[config.mk]
export PLATFORM = sky130hd
export DESIGN_NAME = dual_gain_serial_control
export DESIGN_NICKNAME = d
export VERILOG_FILES = /design/src/verilog/dual_gain_serial_control.v /design/src/verilog/sync2.v
export VERILOG_INCLUDE_DIRS = /design/src /design/src/verilog
export SDC_FILE = /design/constraint.sdc
export NUM_CORES = 1
export LEC_CHECK = 0
export ABC_CLOCK_PERIOD_IN_PS = 2150
export BUFFER_PORTS_ARGS = -buffer_cell sky130_fd_sc_hd__buf_2
export CAP_MARGIN = 10
export CORE_MARGIN = 4
export CORE_UTILIZATION = 48
export CTS_BUF_LIST = sky130_fd_sc_hd__clkbuf_8
export DETAILED_ROUTE_END_ITERATION = 10
export PLACE_DENSITY = 0.77
export SETUP_SLACK_MARGIN = 0.3
export SLEW_MARGIN = 20
export SYNTH_ARGS = -nofsm -noshare
export SYNTH_HDL_FRONTEND = slang
export SYNTH_SLANG_ARGS = --single-unit
export TNS_END_PERCENT = 1
[constraint.sdc]
create_clock -name aclk -period 2.15 [get_ports aclk]
set_clock_uncertainty 0.2 [all_clocks]
set_input_delay 0.3225 -clock aclk [delete_from_list [all_inputs] [get_ports aclk]]
set_output_delay 0.3225 -clock aclk [all_outputs]
set_load 0.02 [all_outputs]
[src/verilog/gain_ctrl_consts.vh]
// Constants for the dual gain serial control block
`ifndef GAIN_CTRL_CONSTS_VH
`define GAIN_CTRL_CONSTS_VH

// ****************************************************************
// Register byte offsets
// ****************************************************************
`define OFS_CTRL 4'h0
`define OFS_STATUS 4'h4
`define OFS_SAMPLES 4'h8

// ****************************************************************
// Field positions and widths
// ****************************************************************
`define GAIN_W 6
`define SAMPLE_W 8
`define CTRL_SERIAL_EN_BIT 0
`define ST_GAIN1_LSB 0
`define ST_GAIN2_LSB 8
`define ST_SHIFT_LSB 16
`define ST_MODE_BIT 24
`define ST_SEL1_BIT 25
`define ST_SEL2_BIT 26
`define SMP_CHAN1_LSB 0
`define SMP_CHAN2_LSB 8

// ****************************************************************
// Reset values and limits
// ****************************************************************
`define CTRL_SERIAL_EN_RST 1'b1
`define GAIN_RST 6'h00
`define SHIFT_RST 6'h00
`define GAIN_MAX 6'h3F
`define GAIN_MIN 6'h00
`define RESP_OKAY 2'h0
`define RESP_SLVERR 2'h2

`endif

[src/verilog/dual_gain_serial_control.v]
// Dual gain serial control with sample outputs and AXI4-Lite status
//
// Contract
// - Each amplifier gain follows its 6-bit gain word, driven in parallel.
// - Mode select level picks parallel load or up/down count operation.
// - Load mode: one serial bit enters shift stage per rising serial clock.
// - Load mode: select returning inactive copies shift stage into gain word.
// - Count mode (mode 0): rising clock with select active steps gain word.
// - Channel 1 alone selected: data 1 increments, data 0 decrements its word.
// - Channel 2 alone selected: data 1 increments, data 0 decrements its word.
// - Both selected: both words step together in direction of data.
// - Count mode: every stepping clock edge also shifts data into shift stage.
// - Each channel has own active-low select; controller lowers only wanted ones.
// - Amplifier enable is active low; high disables both amplifiers.
// - Sample words driven only while output enable input is low.
// - Track-hold enable low gives track-and-hold, else tracking only.
// - Edge rate select high changes output edge rate.
// - Each channel outputs an 8-bit binary sample, bit 7 most significant.
// - Count mode saturates at 63 upward and 0 downward.
// - Shift moves bits toward MSB, new bit enters at LSB.
// - Load mode: select rising edge loads word; both edges load both.
// - Edge rate select low gives maximum slew, high minimum slew.
`timescale 1ns/1ns
`include "gain_ctrl_consts.vh"
module dual_gain_serial_control (
	input wire aclk,
	input wire aresetn,
	// AXI4-Lite slave
	input wire [3:0] s_axi_awaddr,
	input wire s_axi_awvalid,
	output wire s_axi_awready,
	input wire [31:0] s_axi_wdata,
	input wire [3:0] s_axi_wstrb,
	input wire s_axi_wvalid,
	output wire s_axi_wready,
	output wire [1:0] s_axi_bresp,
	output wire s_axi_bvalid,
	input wire s_axi_bready,
	input wire [3:0] s_axi_araddr,
	input wire s_axi_arvalid,
	output wire s_axi_arready,
	output wire [31:0] s_axi_rdata,
	output wire [1:0] s_axi_rresp,
	output wire s_axi_rvalid,
	input wire s_axi_rready,
	// Serial gain interface pins
	input wire gain_serial_clk,
	input wire gain_serial_in,
	input wire gain_mode_select,
	input wire chan1_gain_select_n,
	input wire chan2_gain_select_n,
	// Static control pins
	input wire amp_enable_n,
	input wire track_hold_enable_n,
	input wire output_enable_n,
	input wire edge_rate_select,
	// Converter side
	input wire chan1_conv_clk,
	input wire [7:0] chan1_conv_data,
	input wire chan2_conv_clk,
	input wire [7:0] chan2_conv_data,
	// Amplifier and converter controls
	output wire [5:0] chan1_gain_word,
	output wire [5:0] chan2_gain_word,
	output wire chan1_amp_on,
	output wire chan2_amp_on,
	output wire track_hold_on,
	output wire edge_rate_slow,
	// Sample outputs with drive enables
	output wire [7:0] chan1_sample,
	output wire chan1_sample_oe,
	output wire [7:0] chan2_sample,
	output wire chan2_sample_oe
);

	// ****************************************************************
	// Pin synchronisation
	// ****************************************************************
	wire [26:0] pins_sync;

	// One stage count for every pin, so data lines up with the clock edge found beside it
	// Active-low pins enter inverted: cleared stages read idle, so no false edge after reset
	// Sample capture is limited to converter clocks well under aclk/2
	sync2 #(.WIDTH(27)) pin_sync (
		.aclk(aclk),
		.aresetn(aresetn),
		.async_in({gain_serial_clk, gain_serial_in, gain_mode_select,
			~chan1_gain_select_n, ~chan2_gain_select_n, ~amp_enable_n, ~track_hold_enable_n,
			~output_enable_n, edge_rate_select,
			chan1_conv_clk, chan1_conv_data, chan2_conv_clk, chan2_conv_data}),
		.sync_out(pins_sync)
	);

	wire sclk_s = pins_sync[26];
	wire gain_serial_in_s = pins_sync[25];
	wire mode_s = pins_sync[24];
	wire sel1_n_s = ~pins_sync[23];
	wire sel2_n_s = ~pins_sync[22];
	wire amp_en_n_s = ~pins_sync[21];
	wire th_en_n_s = ~pins_sync[20];
	wire oe_n_s = ~pins_sync[19];
	wire rate_s = pins_sync[18];
	wire cclk1_s = pins_sync[17];
	wire [7:0] cdata1_s = pins_sync[16:9];
	wire cclk2_s = pins_sync[8];
	wire [7:0] cdata2_s = pins_sync[7:0];

	// ****************************************************************
	// Edge detection
	// ****************************************************************
	reg sclk_prev_reg;
	reg sel1_n_prev_reg;
	reg sel2_n_prev_reg;
	reg cclk1_prev_reg;
	reg cclk2_prev_reg;

	always @(posedge aclk) begin
		if (!aresetn) begin
			sclk_prev_reg <= 1'b0;
			sel1_n_prev_reg <= 1'b1;
			sel2_n_prev_reg <= 1'b1;
			cclk1_prev_reg <= 1'b0;
			cclk2_prev_reg <= 1'b0;
		end else begin
			sclk_prev_reg <= sclk_s;
			sel1_n_prev_reg <= sel1_n_s;
			sel2_n_prev_reg <= sel2_n_s;
			cclk1_prev_reg <= cclk1_s;
			cclk2_prev_reg <= cclk2_s;
		end
	end

	wire sclk_rise = sclk_s & ~sclk_prev_reg;
	wire sel1_rise = sel1_n_s & ~sel1_n_prev_reg;
	wire sel2_rise = sel2_n_s & ~sel2_n_prev_reg;

	// ****************************************************************
	// Gain words and shift stage
	// ****************************************************************
	reg [5:0] shift_reg;
	reg [5:0] gain1_reg;
	reg [5:0] gain2_reg;
	reg serial_en_reg;

	// Saturating one-step counter
	function [5:0] step_gain;
		input [5:0] word;
		input up;
		begin
			if (up) begin
				step_gain = (word == `GAIN_MAX) ? word : word + 6'h01;
			end else begin
				step_gain = (word == `GAIN_MIN) ? word : word - 6'h01;
			end
		end
	endfunction

	always @(posedge aclk) begin
		if (!aresetn) begin
			shift_reg <= `SHIFT_RST;
			gain1_reg <= `GAIN_RST;
			gain2_reg <= `GAIN_RST;
		end else if (serial_en_reg) begin
			if (sclk_rise) begin
				// Shift on every rising serial edge in both modes
				shift_reg <= {shift_reg[4:0], gain_serial_in_s};
			end
			if (mode_s) begin
				// Parallel load; a load and a shift in one cycle take the old stage
				if (sel1_rise) begin
					gain1_reg <= shift_reg;
				end
				if (sel2_rise) begin
					gain2_reg <= shift_reg;
				end
			end else if (sclk_rise) begin
				// Count mode, selects decide which words step
				if (!sel1_n_s) begin
					gain1_reg <= step_gain(gain1_reg, gain_serial_in_s);
				end
				if (!sel2_n_s) begin
					gain2_reg <= step_gain(gain2_reg, gain_serial_in_s);
				end
			end
		end
	end

	// ****************************************************************
	// Static controls and sample outputs
	// ****************************************************************
	reg amp_on_reg;
	reg th_on_reg;
	reg rate_slow_reg;
	reg oe_reg;
	reg [7:0] sample1_reg;
	reg [7:0] sample2_reg;

	always @(posedge aclk) begin
		if (!aresetn) begin
			amp_on_reg <= 1'b0;
			th_on_reg <= 1'b0;
			rate_slow_reg <= 1'b0;
			oe_reg <= 1'b0;
			sample1_reg <= 8'h00;
			sample2_reg <= 8'h00;
		end else begin
			amp_on_reg <= ~amp_en_n_s;
			th_on_reg <= ~th_en_n_s;
			rate_slow_reg <= rate_s;
			oe_reg <= ~oe_n_s;
			if (cclk1_s && !cclk1_prev_reg) begin
				sample1_reg <= cdata1_s;
			end
			if (cclk2_s && !cclk2_prev_reg) begin
				sample2_reg <= cdata2_s;
			end
		end
	end

	assign chan1_gain_word = gain1_reg;
	assign chan2_gain_word = gain2_reg;
	assign chan1_amp_on = amp_on_reg;
	assign chan2_amp_on = amp_on_reg;
	assign track_hold_on = th_on_reg;
	assign edge_rate_slow = rate_slow_reg;
	assign chan1_sample = sample1_reg;
	assign chan2_sample = sample2_reg;
	assign chan1_sample_oe = oe_reg;
	assign chan2_sample_oe = oe_reg;

	// ****************************************************************
	// AXI4-Lite write channel
	// ****************************************************************
	reg awready_reg;
	reg wready_reg;
	reg bvalid_reg;
	reg [1:0] bresp_reg;
	reg aw_full_reg;
	reg w_full_reg;
	reg [3:0] waddr_reg;
	reg [31:0] wdata_reg;
	reg [3:0] wstrb_reg;

	always @(posedge aclk) begin
		if (!aresetn) begin
			awready_reg <= 1'b1;
			wready_reg <= 1'b1;
			bvalid_reg <= 1'b0;
			bresp_reg <= `RESP_OKAY;
			aw_full_reg <= 1'b0;
			w_full_reg <= 1'b0;
			waddr_reg <= 4'h0;
			wdata_reg <= 32'h00000000;
			wstrb_reg <= 4'h0;
			serial_en_reg <= `CTRL_SERIAL_EN_RST;
		end else begin
			if (s_axi_awvalid && awready_reg) begin
				waddr_reg <= s_axi_awaddr;
				aw_full_reg <= 1'b1;
				awready_reg <= 1'b0;
			end
			if (s_axi_wvalid && wready_reg) begin
				wdata_reg <= s_axi_wdata;
				wstrb_reg <= s_axi_wstrb;
				w_full_reg <= 1'b1;
				wready_reg <= 1'b0;
			end
			if (aw_full_reg && w_full_reg && !bvalid_reg) begin
				aw_full_reg <= 1'b0;
				w_full_reg <= 1'b0;
				bvalid_reg <= 1'b1;
				// Read-only registers take writes quietly; only the unused slot answers an error
				bresp_reg <= ({waddr_reg[3:2], 2'b00} > `OFS_SAMPLES) ? `RESP_SLVERR : `RESP_OKAY;
				if ({waddr_reg[3:2], 2'b00} == `OFS_CTRL && wstrb_reg[0]) begin
					serial_en_reg <= wdata_reg[`CTRL_SERIAL_EN_BIT];
				end
			end
			if (bvalid_reg && s_axi_bready) begin
				bvalid_reg <= 1'b0;
				awready_reg <= 1'b1;
				wready_reg <= 1'b1;
			end
		end
	end

	// ****************************************************************
	// AXI4-Lite read channel
	// ****************************************************************
	reg arready_reg;
	reg rvalid_reg;
	reg [1:0] rresp_reg;
	reg [31:0] rdata_reg;

	always @(posedge aclk) begin
		if (!aresetn) begin
			arready_reg <= 1'b1;
			rvalid_reg <= 1'b0;
			rresp_reg <= `RESP_OKAY;
			rdata_reg <= 32'h00000000;
		end else begin
			if (s_axi_arvalid && arready_reg) begin
				arready_reg <= 1'b0;
				rvalid_reg <= 1'b1;
				rresp_reg <= `RESP_OKAY;
				rdata_reg <= 32'h00000000;
				case ({s_axi_araddr[3:2], 2'b00})
					`OFS_CTRL: rdata_reg[`CTRL_SERIAL_EN_BIT] <= serial_en_reg;
					`OFS_STATUS: begin
						rdata_reg[`ST_GAIN1_LSB +: 6] <= gain1_reg;
						rdata_reg[`ST_GAIN2_LSB +: 6] <= gain2_reg;
						rdata_reg[`ST_SHIFT_LSB +: 6] <= shift_reg;
						rdata_reg[`ST_MODE_BIT] <= mode_s;
						rdata_reg[`ST_SEL1_BIT] <= sel1_n_s;
						rdata_reg[`ST_SEL2_BIT] <= sel2_n_s;
					end
					`OFS_SAMPLES: begin
						rdata_reg[`SMP_CHAN1_LSB +: 8] <= sample1_reg;
						rdata_reg[`SMP_CHAN2_LSB +: 8] <= sample2_reg;
					end
					default: rresp_reg <= `RESP_SLVERR;
				endcase
			end
			if (rvalid_reg && s_axi_rready) begin
				rvalid_reg <= 1'b0;
				arready_reg <= 1'b1;
			end
		end
	end

	assign s_axi_awready = awready_reg;
	assign s_axi_wready = wready_reg;
	assign s_axi_bvalid = bvalid_reg;
	assign s_axi_bresp = bresp_reg;
	assign s_axi_arready = arready_reg;
	assign s_axi_rvalid = rvalid_reg;
	assign s_axi_rresp = rresp_reg;
	assign s_axi_rdata = rdata_reg;
endmodule // dual_gain_serial_control

[src/verilog/sync2.v]
// Two-flop synchroniser for levels entering the aclk domain
`timescale 1ns/1ns
module sync2 #(
	parameter WIDTH = 1
) (
	input wire aclk,
	input wire aresetn,
	input wire [WIDTH-1:0] async_in,
	output wire [WIDTH-1:0] sync_out
);
	reg [WIDTH-1:0] stage1_reg;
	reg [WIDTH-1:0] stage2_reg;

	// Only stage2 reads stage1; nothing else may look at it
	always @(posedge aclk) begin
		if (!aresetn) begin
			stage1_reg <= {WIDTH{1'b0}};
			stage2_reg <= {WIDTH{1'b0}};
		end else begin
			stage1_reg <= async_in;
			stage2_reg <= stage1_reg;
		end
	end

	assign sync_out = stage2_reg;
endmodule // sync2

# Word level (Yosys, flattened, before mapping)

Index checks and enable logic that the tools add are counted.

Output and inout port bits: 75
Word-level logic and storage cells: 110
Register bits after elaboration: 140

Equality and inequality tests: 10
Multiplexer cells: 23
Bitwise gates (word level): 14
Reduce and logical (&&, ||, !) cells: 28
$lt $le $gt $ge: 1
$add $sub $neg: 4

Operators by type and width:

| cell                  | number |
|---|---|
| $mux W6               | 15 |
| $add A6 B1 Y6 const B | 2 |
| $eq A6 B6 Y1 const B  | 2 |
| $logic_not A6 Y1      | 2 |
| $pmux W6 S2           | 1 |
| $reduce_and A6 Y1     | 2 |
| $sub A6 B1 Y6 const B | 2 |
| $not A1 Y1            | 11 |
| $logic_and A1 B1 Y1   | 10 |
| $pmux W5 S2           | 1 |
| $mux W2               | 4 |
| $ne A3 B1 Y1 const B  | 2 |
| $ne A3 B3 Y1 const B  | 2 |
| $reduce_bool A2 Y1    | 3 |
| $reduce_or A2 Y1      | 3 |
| $gt A4 B4 Y1 const B  | 1 |
| $logic_not A2 Y1      | 2 |
| $ne A2 B2 Y1 const B  | 2 |
| $reduce_and A2 Y1     | 2 |
| $and A1 B1 Y1         | 3 |
| $logic_not A1 Y1      | 3 |
| $mux W3               | 1 |
| $pmux W1 S3           | 1 |
| $reduce_or A3 Y1      | 1 |
| 2 further kinds       | 2 |

# Longest topological paths before layout

Word-level depth: 6
Depth in mapped cells: 8
Depth with buffers taken out: 7

# Hierarchy

A second synthesis with hierarchy kept.

Cell total of the unflattened synthesis: 531
Area, all modules: 5273.8 µm²

Modules (own cells, without submodules):

| module                   | cells each | instances | area each (µm²) | sequential area each (µm²) |
|---|---|---|---|---|
| dual_gain_serial_control | 418        | 1         | 3762.4          | 1641.6 |
| sync2                    | 113        | 1         | 1511.4          | 1081.0 |

# Least setup slack after synthesis

Ideal clock, no wire load.

Path type: reg2reg
Start point: register pin_sync.stage2_reg[25], in the netlist pin_sync.sync_out[25]
End point: register gain1_reg[5], in the netlist chan1_gain_word[5]
Arrival time: 1.751 ns
Clock period less this slack: 2.046 ns
Library setup time: 0.095 ns
Slack: 0.104 ns
Path buffers: 1
Cell stages (with the launch flop): 8
Required time: 1.855 ns
Cells stage by stage: dfxtp_1 -> buf_6 -> inv_1 -> ha_1 -> or4_1 -> mux2i_1 -> a311oi_1 -> a221oi_1

Cells in the longest elaborated chain, start to end: 4

RTL lines:

| what                     | RTL line                       | source |
|---|---|---|
| start: declaration       | sync2.v:12                     | `reg [WIDTH-1:0] stage2_reg;` |
| start signal: assignment | sync2.v:18                     | `stage2_reg <= {WIDTH{1'b0}};` |
| start signal: assignment | sync2.v:21                     | `stage2_reg <= stage1_reg;` |
| $mux W6                  | dual_gain_serial_control.v:150 | `if (up) begin` |
| $mux W6                  | dual_gain_serial_control.v:178 | `if (!sel1_n_s) begin` |
| $mux W6                  | dual_gain_serial_control.v:176 | `end else if (sclk_rise) begin` |
| $mux W6                  | dual_gain_serial_control.v:168 | `if (mode_s) begin` |
| end signal: assignment   | dual_gain_serial_control.v:161 | `` gain1_reg <= `GAIN_RST; `` |
| end signal: assignment   | dual_gain_serial_control.v:171 | `gain1_reg <= shift_reg;` |
| end signal: assignment   | dual_gain_serial_control.v:179 | `gain1_reg <= step_gain(gain1_reg, gain_serial_in_s);` |
| end: declaration         | dual_gain_serial_control.v:141 | `reg [5:0] gain1_reg;` |

Parallel ways exist; a longest one is shown, timed or not. The select of a mux whose other input is x is not followed.
A chain may end at the register's enable or synchronous reset.

# Worst setup path after layout

Start point: register pin_sync.stage2_reg[25], in the netlist pin_sync.sync_out[25]
End point: register gain1_reg[4], in the netlist chan1_gain_word[4]

The elaborated chain is that of the path after synthesis.

==> metrics <==
Top FF cell, synth dfxtp_1; Worst Path Buf+Inv 2; # IOs 153; first-pass GRT wire length 21300 µm; HP Class in -> reg; 1st-pass router iterations 6; Max Slew Vio Count 0; Period Utilization, post-route 88.8%; dpl cells 769; Async SR Flop Fraction 0%; Lkg Pwr 2.97 nW; syn avg cell area 9.58 µm²; GP Congestion 0.918; Compound-Gate Fraction of Synth Area 12.1%; crit-path leading delay family compound AO/OA/AOI/OAI gates; number of synthesized register bits 136; worst rel slew slack 56.6%; total global routing overflow 0; post-synthesis mux area share 4.65%; RSZ-0062 raised after global routing true; Crit. End Element flip-flop; Post-Syn Area 0.00519 mm²; setup TNS 0 ns; largest family of logic cells by synthesized area simple AND/OR/NAND/NOR gates; CP Data Required Time 2.31 ns; initial antenna violation count 0; Power Total 5.16 mW; vias in the first global route 4364; synth warn 0; final setup fails 0; DR vias 4325; H-tree depth 4; Skew-Pair Late Insertion Delay 0.44 ns; GRT Util Overall 21.0%; IO Port Bufs 105; share of cells above drive strength 1 25.1%; clock sinks 136; sequential fraction of the synthesis area 52.5%; Post-DRT Antenna Nets 0; Setup Buffers After CTS 0; antenna cells 0; max-cap viol count 0; initial core utilization 49.8%; clock slew at reported path FFs 0.08 ns; final HPWL from detailed placement 8730 µm; Max IR drop VDD 0.649 mV; Critical Path AT 2.07 ns; Adder-Cell Fraction of Synth Area 3.66%; CTS buffer count 17; critical path type reg -> reg; status complete, no violations; root buf cell clkbuf_8; Post-Route WL 13000 µm; Die Footprint 0.0125 mm²; CORE AREA 0.0104 mm²; CP max-delay cell dfxtp_2; row count 37; area growth from synthesis to layout 29.4%; Final #Nets 783; clock tree from TritonCTS built; Fin. Hold Viols 0; Iteration-0 DRC Markers 357; number of flops mapped to enable cells by yosys 0; DIE HEIGHT 112 µm; CP Launch Type flip-flop; Peak Freq 524 MHz; drt wl/cell 15.5 µm; Yosys cell types 51; max incr delay on CP 0.35 ns; most frequent cell after synthesis dfxtp_1; Synth top area share 52.5%; Die X-Extent 112 µm; cells along the critical path inv_4, buf_4, fa_2, a21o_1, a21oi_2, xnor2_1, nand2_1, a31oi_1; Period minus WS final 1.91 ns; power per cell area 768 mW/mm²; Layout Cells excl Fill 838; largest net degree at the start of global routing 42; Synth area leaders dfxtp_1, and2_1, mux2i_1, a21oi_1, nand2_1; flop2flop setup slack 0.24 ns; maximum fanout along the worst path 8; largest area contributor in the netlist dfxtp_1; hold slack 0.103 ns; Synth top cells by count dfxtp_1, and2_1, nand2_1, nor2_1, a21oi_1; Vias per Instance 5.16; simple-gate share of the synthesized area 20.6%; synthesized instance count 542; worst slew pin tran 0.650 ns; Clock Path Buffers 2; xor/xnor share of the synthesized area 1.49%; Remaining DRCs 0
## timing repair
action / in CTS / in global routing
hold buffers: 39 / 0
hold endpoints to repair: 38 / 0
pin swaps: 5 / 1
gates cloned: 0 / 0
gates resized for setup: 14 / 2
endpoints found under the setup margin: 7 / 12
## cell type report
| cell class | count | area (µm²) |
|---|---|---|
| Clock buffer | 18 | 248 |
| Clock inverter | 12 | 153 |
| Fill cell | 846 | 3700 |
| Inverter | 10 | 40.0 |
| Multi-Input combinational cell | 361 | 2290 |
| Sequential cell | 136 | 2730 |
| Tap cell | 136 | 170 |
| Timing Repair Buffer | 165 | 1090 |
## stage by stage
step           worst slack, ns  area, µm²  utilization (%)
3_3_place_gp             0.131       5860             56.3
4_1_cts                  0.263       6710             64.4
5_1_grt                  0.171       6710             64.5
3_5_place_dp           0.00896       5860             56.3
6_report                 0.240       6710             64.5
2_1_floorplan            0.104       5220                -
## final timing paths
| path | start | to | cells past startpoint |
|---|---|---|---|
| worst min register to register | pin_sync.stage1_reg[1] | pin_sync.sync_out[1] | 1 |
| worst max-delay path | pin_sync.sync_out[25] | chan1_gain_word[4] | 8 |
| worst min-delay path | aresetn | serial_en_reg | 2 |
| worst max register to register | pin_sync.sync_out[25] | chan1_gain_word[4] | 8 |
## cell usage in the layout, fill, tap and decap left out, drive strengths merged, types with 3 or more instances in the layout
| cell type | synthesis | final |
|---|---|---|
| a21oi | 42 | 42 |
| a22o | 11 | 11 |
| and2 | 57 | 57 |
| buf | 16 | 126 |
| bufinv | 0 | 3 |
| clkbuf | 27 | 18 |
| clkinv | 1 | 8 |
| conb | 1 | 9 |
| dfxtp | 136 | 136 |
| dlygate4sd3 | 0 | 39 |
| ha | 12 | 12 |
| inv | 9 | 10 |
| mux2i | 23 | 23 |
| nand2 | 52 | 52 |
| nand3 | 34 | 34 |
| nand3b | 4 | 4 |
| nand4 | 4 | 4 |
| nor2 | 44 | 44 |
| nor3 | 9 | 9 |
| o211a | 4 | 4 |
| o211ai | 5 | 5 |
| o21ai | 6 | 6 |
| o221ai | 3 | 3 |
| o31ai | 3 | 3 |
| xnor2 | 5 | 5 |
| xor2 | 3 | 3 |
## report_power, final
| group | total, mW | leakage, nW | switching [mW] | internal (mW) |
|---|---|---|---|---|
| sequential | 2.63 | 1.11 | 0.0392 | 2.59 |
| combinational | 0.412 | 1.66 | 0.224 | 0.188 |
| clock | 2.12 | 0.204 | 0.952 | 1.16 |
| total | 5.16 | 2.97 | 1.22 | 3.94 |
## metal layers
metal / vias up / global-route usage [%] / part of all wire [%]
met3: 20 / 6.47 / 7.8
met1: 1996 / 25.0 / 42
met2: 178 / 36.0 / 49
li1: 2131 / - / -
met4: 0 / 7.21 / 1.3
met5: - / 0 / 0
## cells by family (layout without fill, tap and decap cells)
kind of cell,after synthesis,after routing
simple gates,214,214
flops,136,136
compound gates,92,92
buf+inv,53,205
mux,24,24
fa+ha+maj,14,14
xor+xnor,8,8
other cells,1,9
No activity file was read; power rests on OpenSTA's default activity.
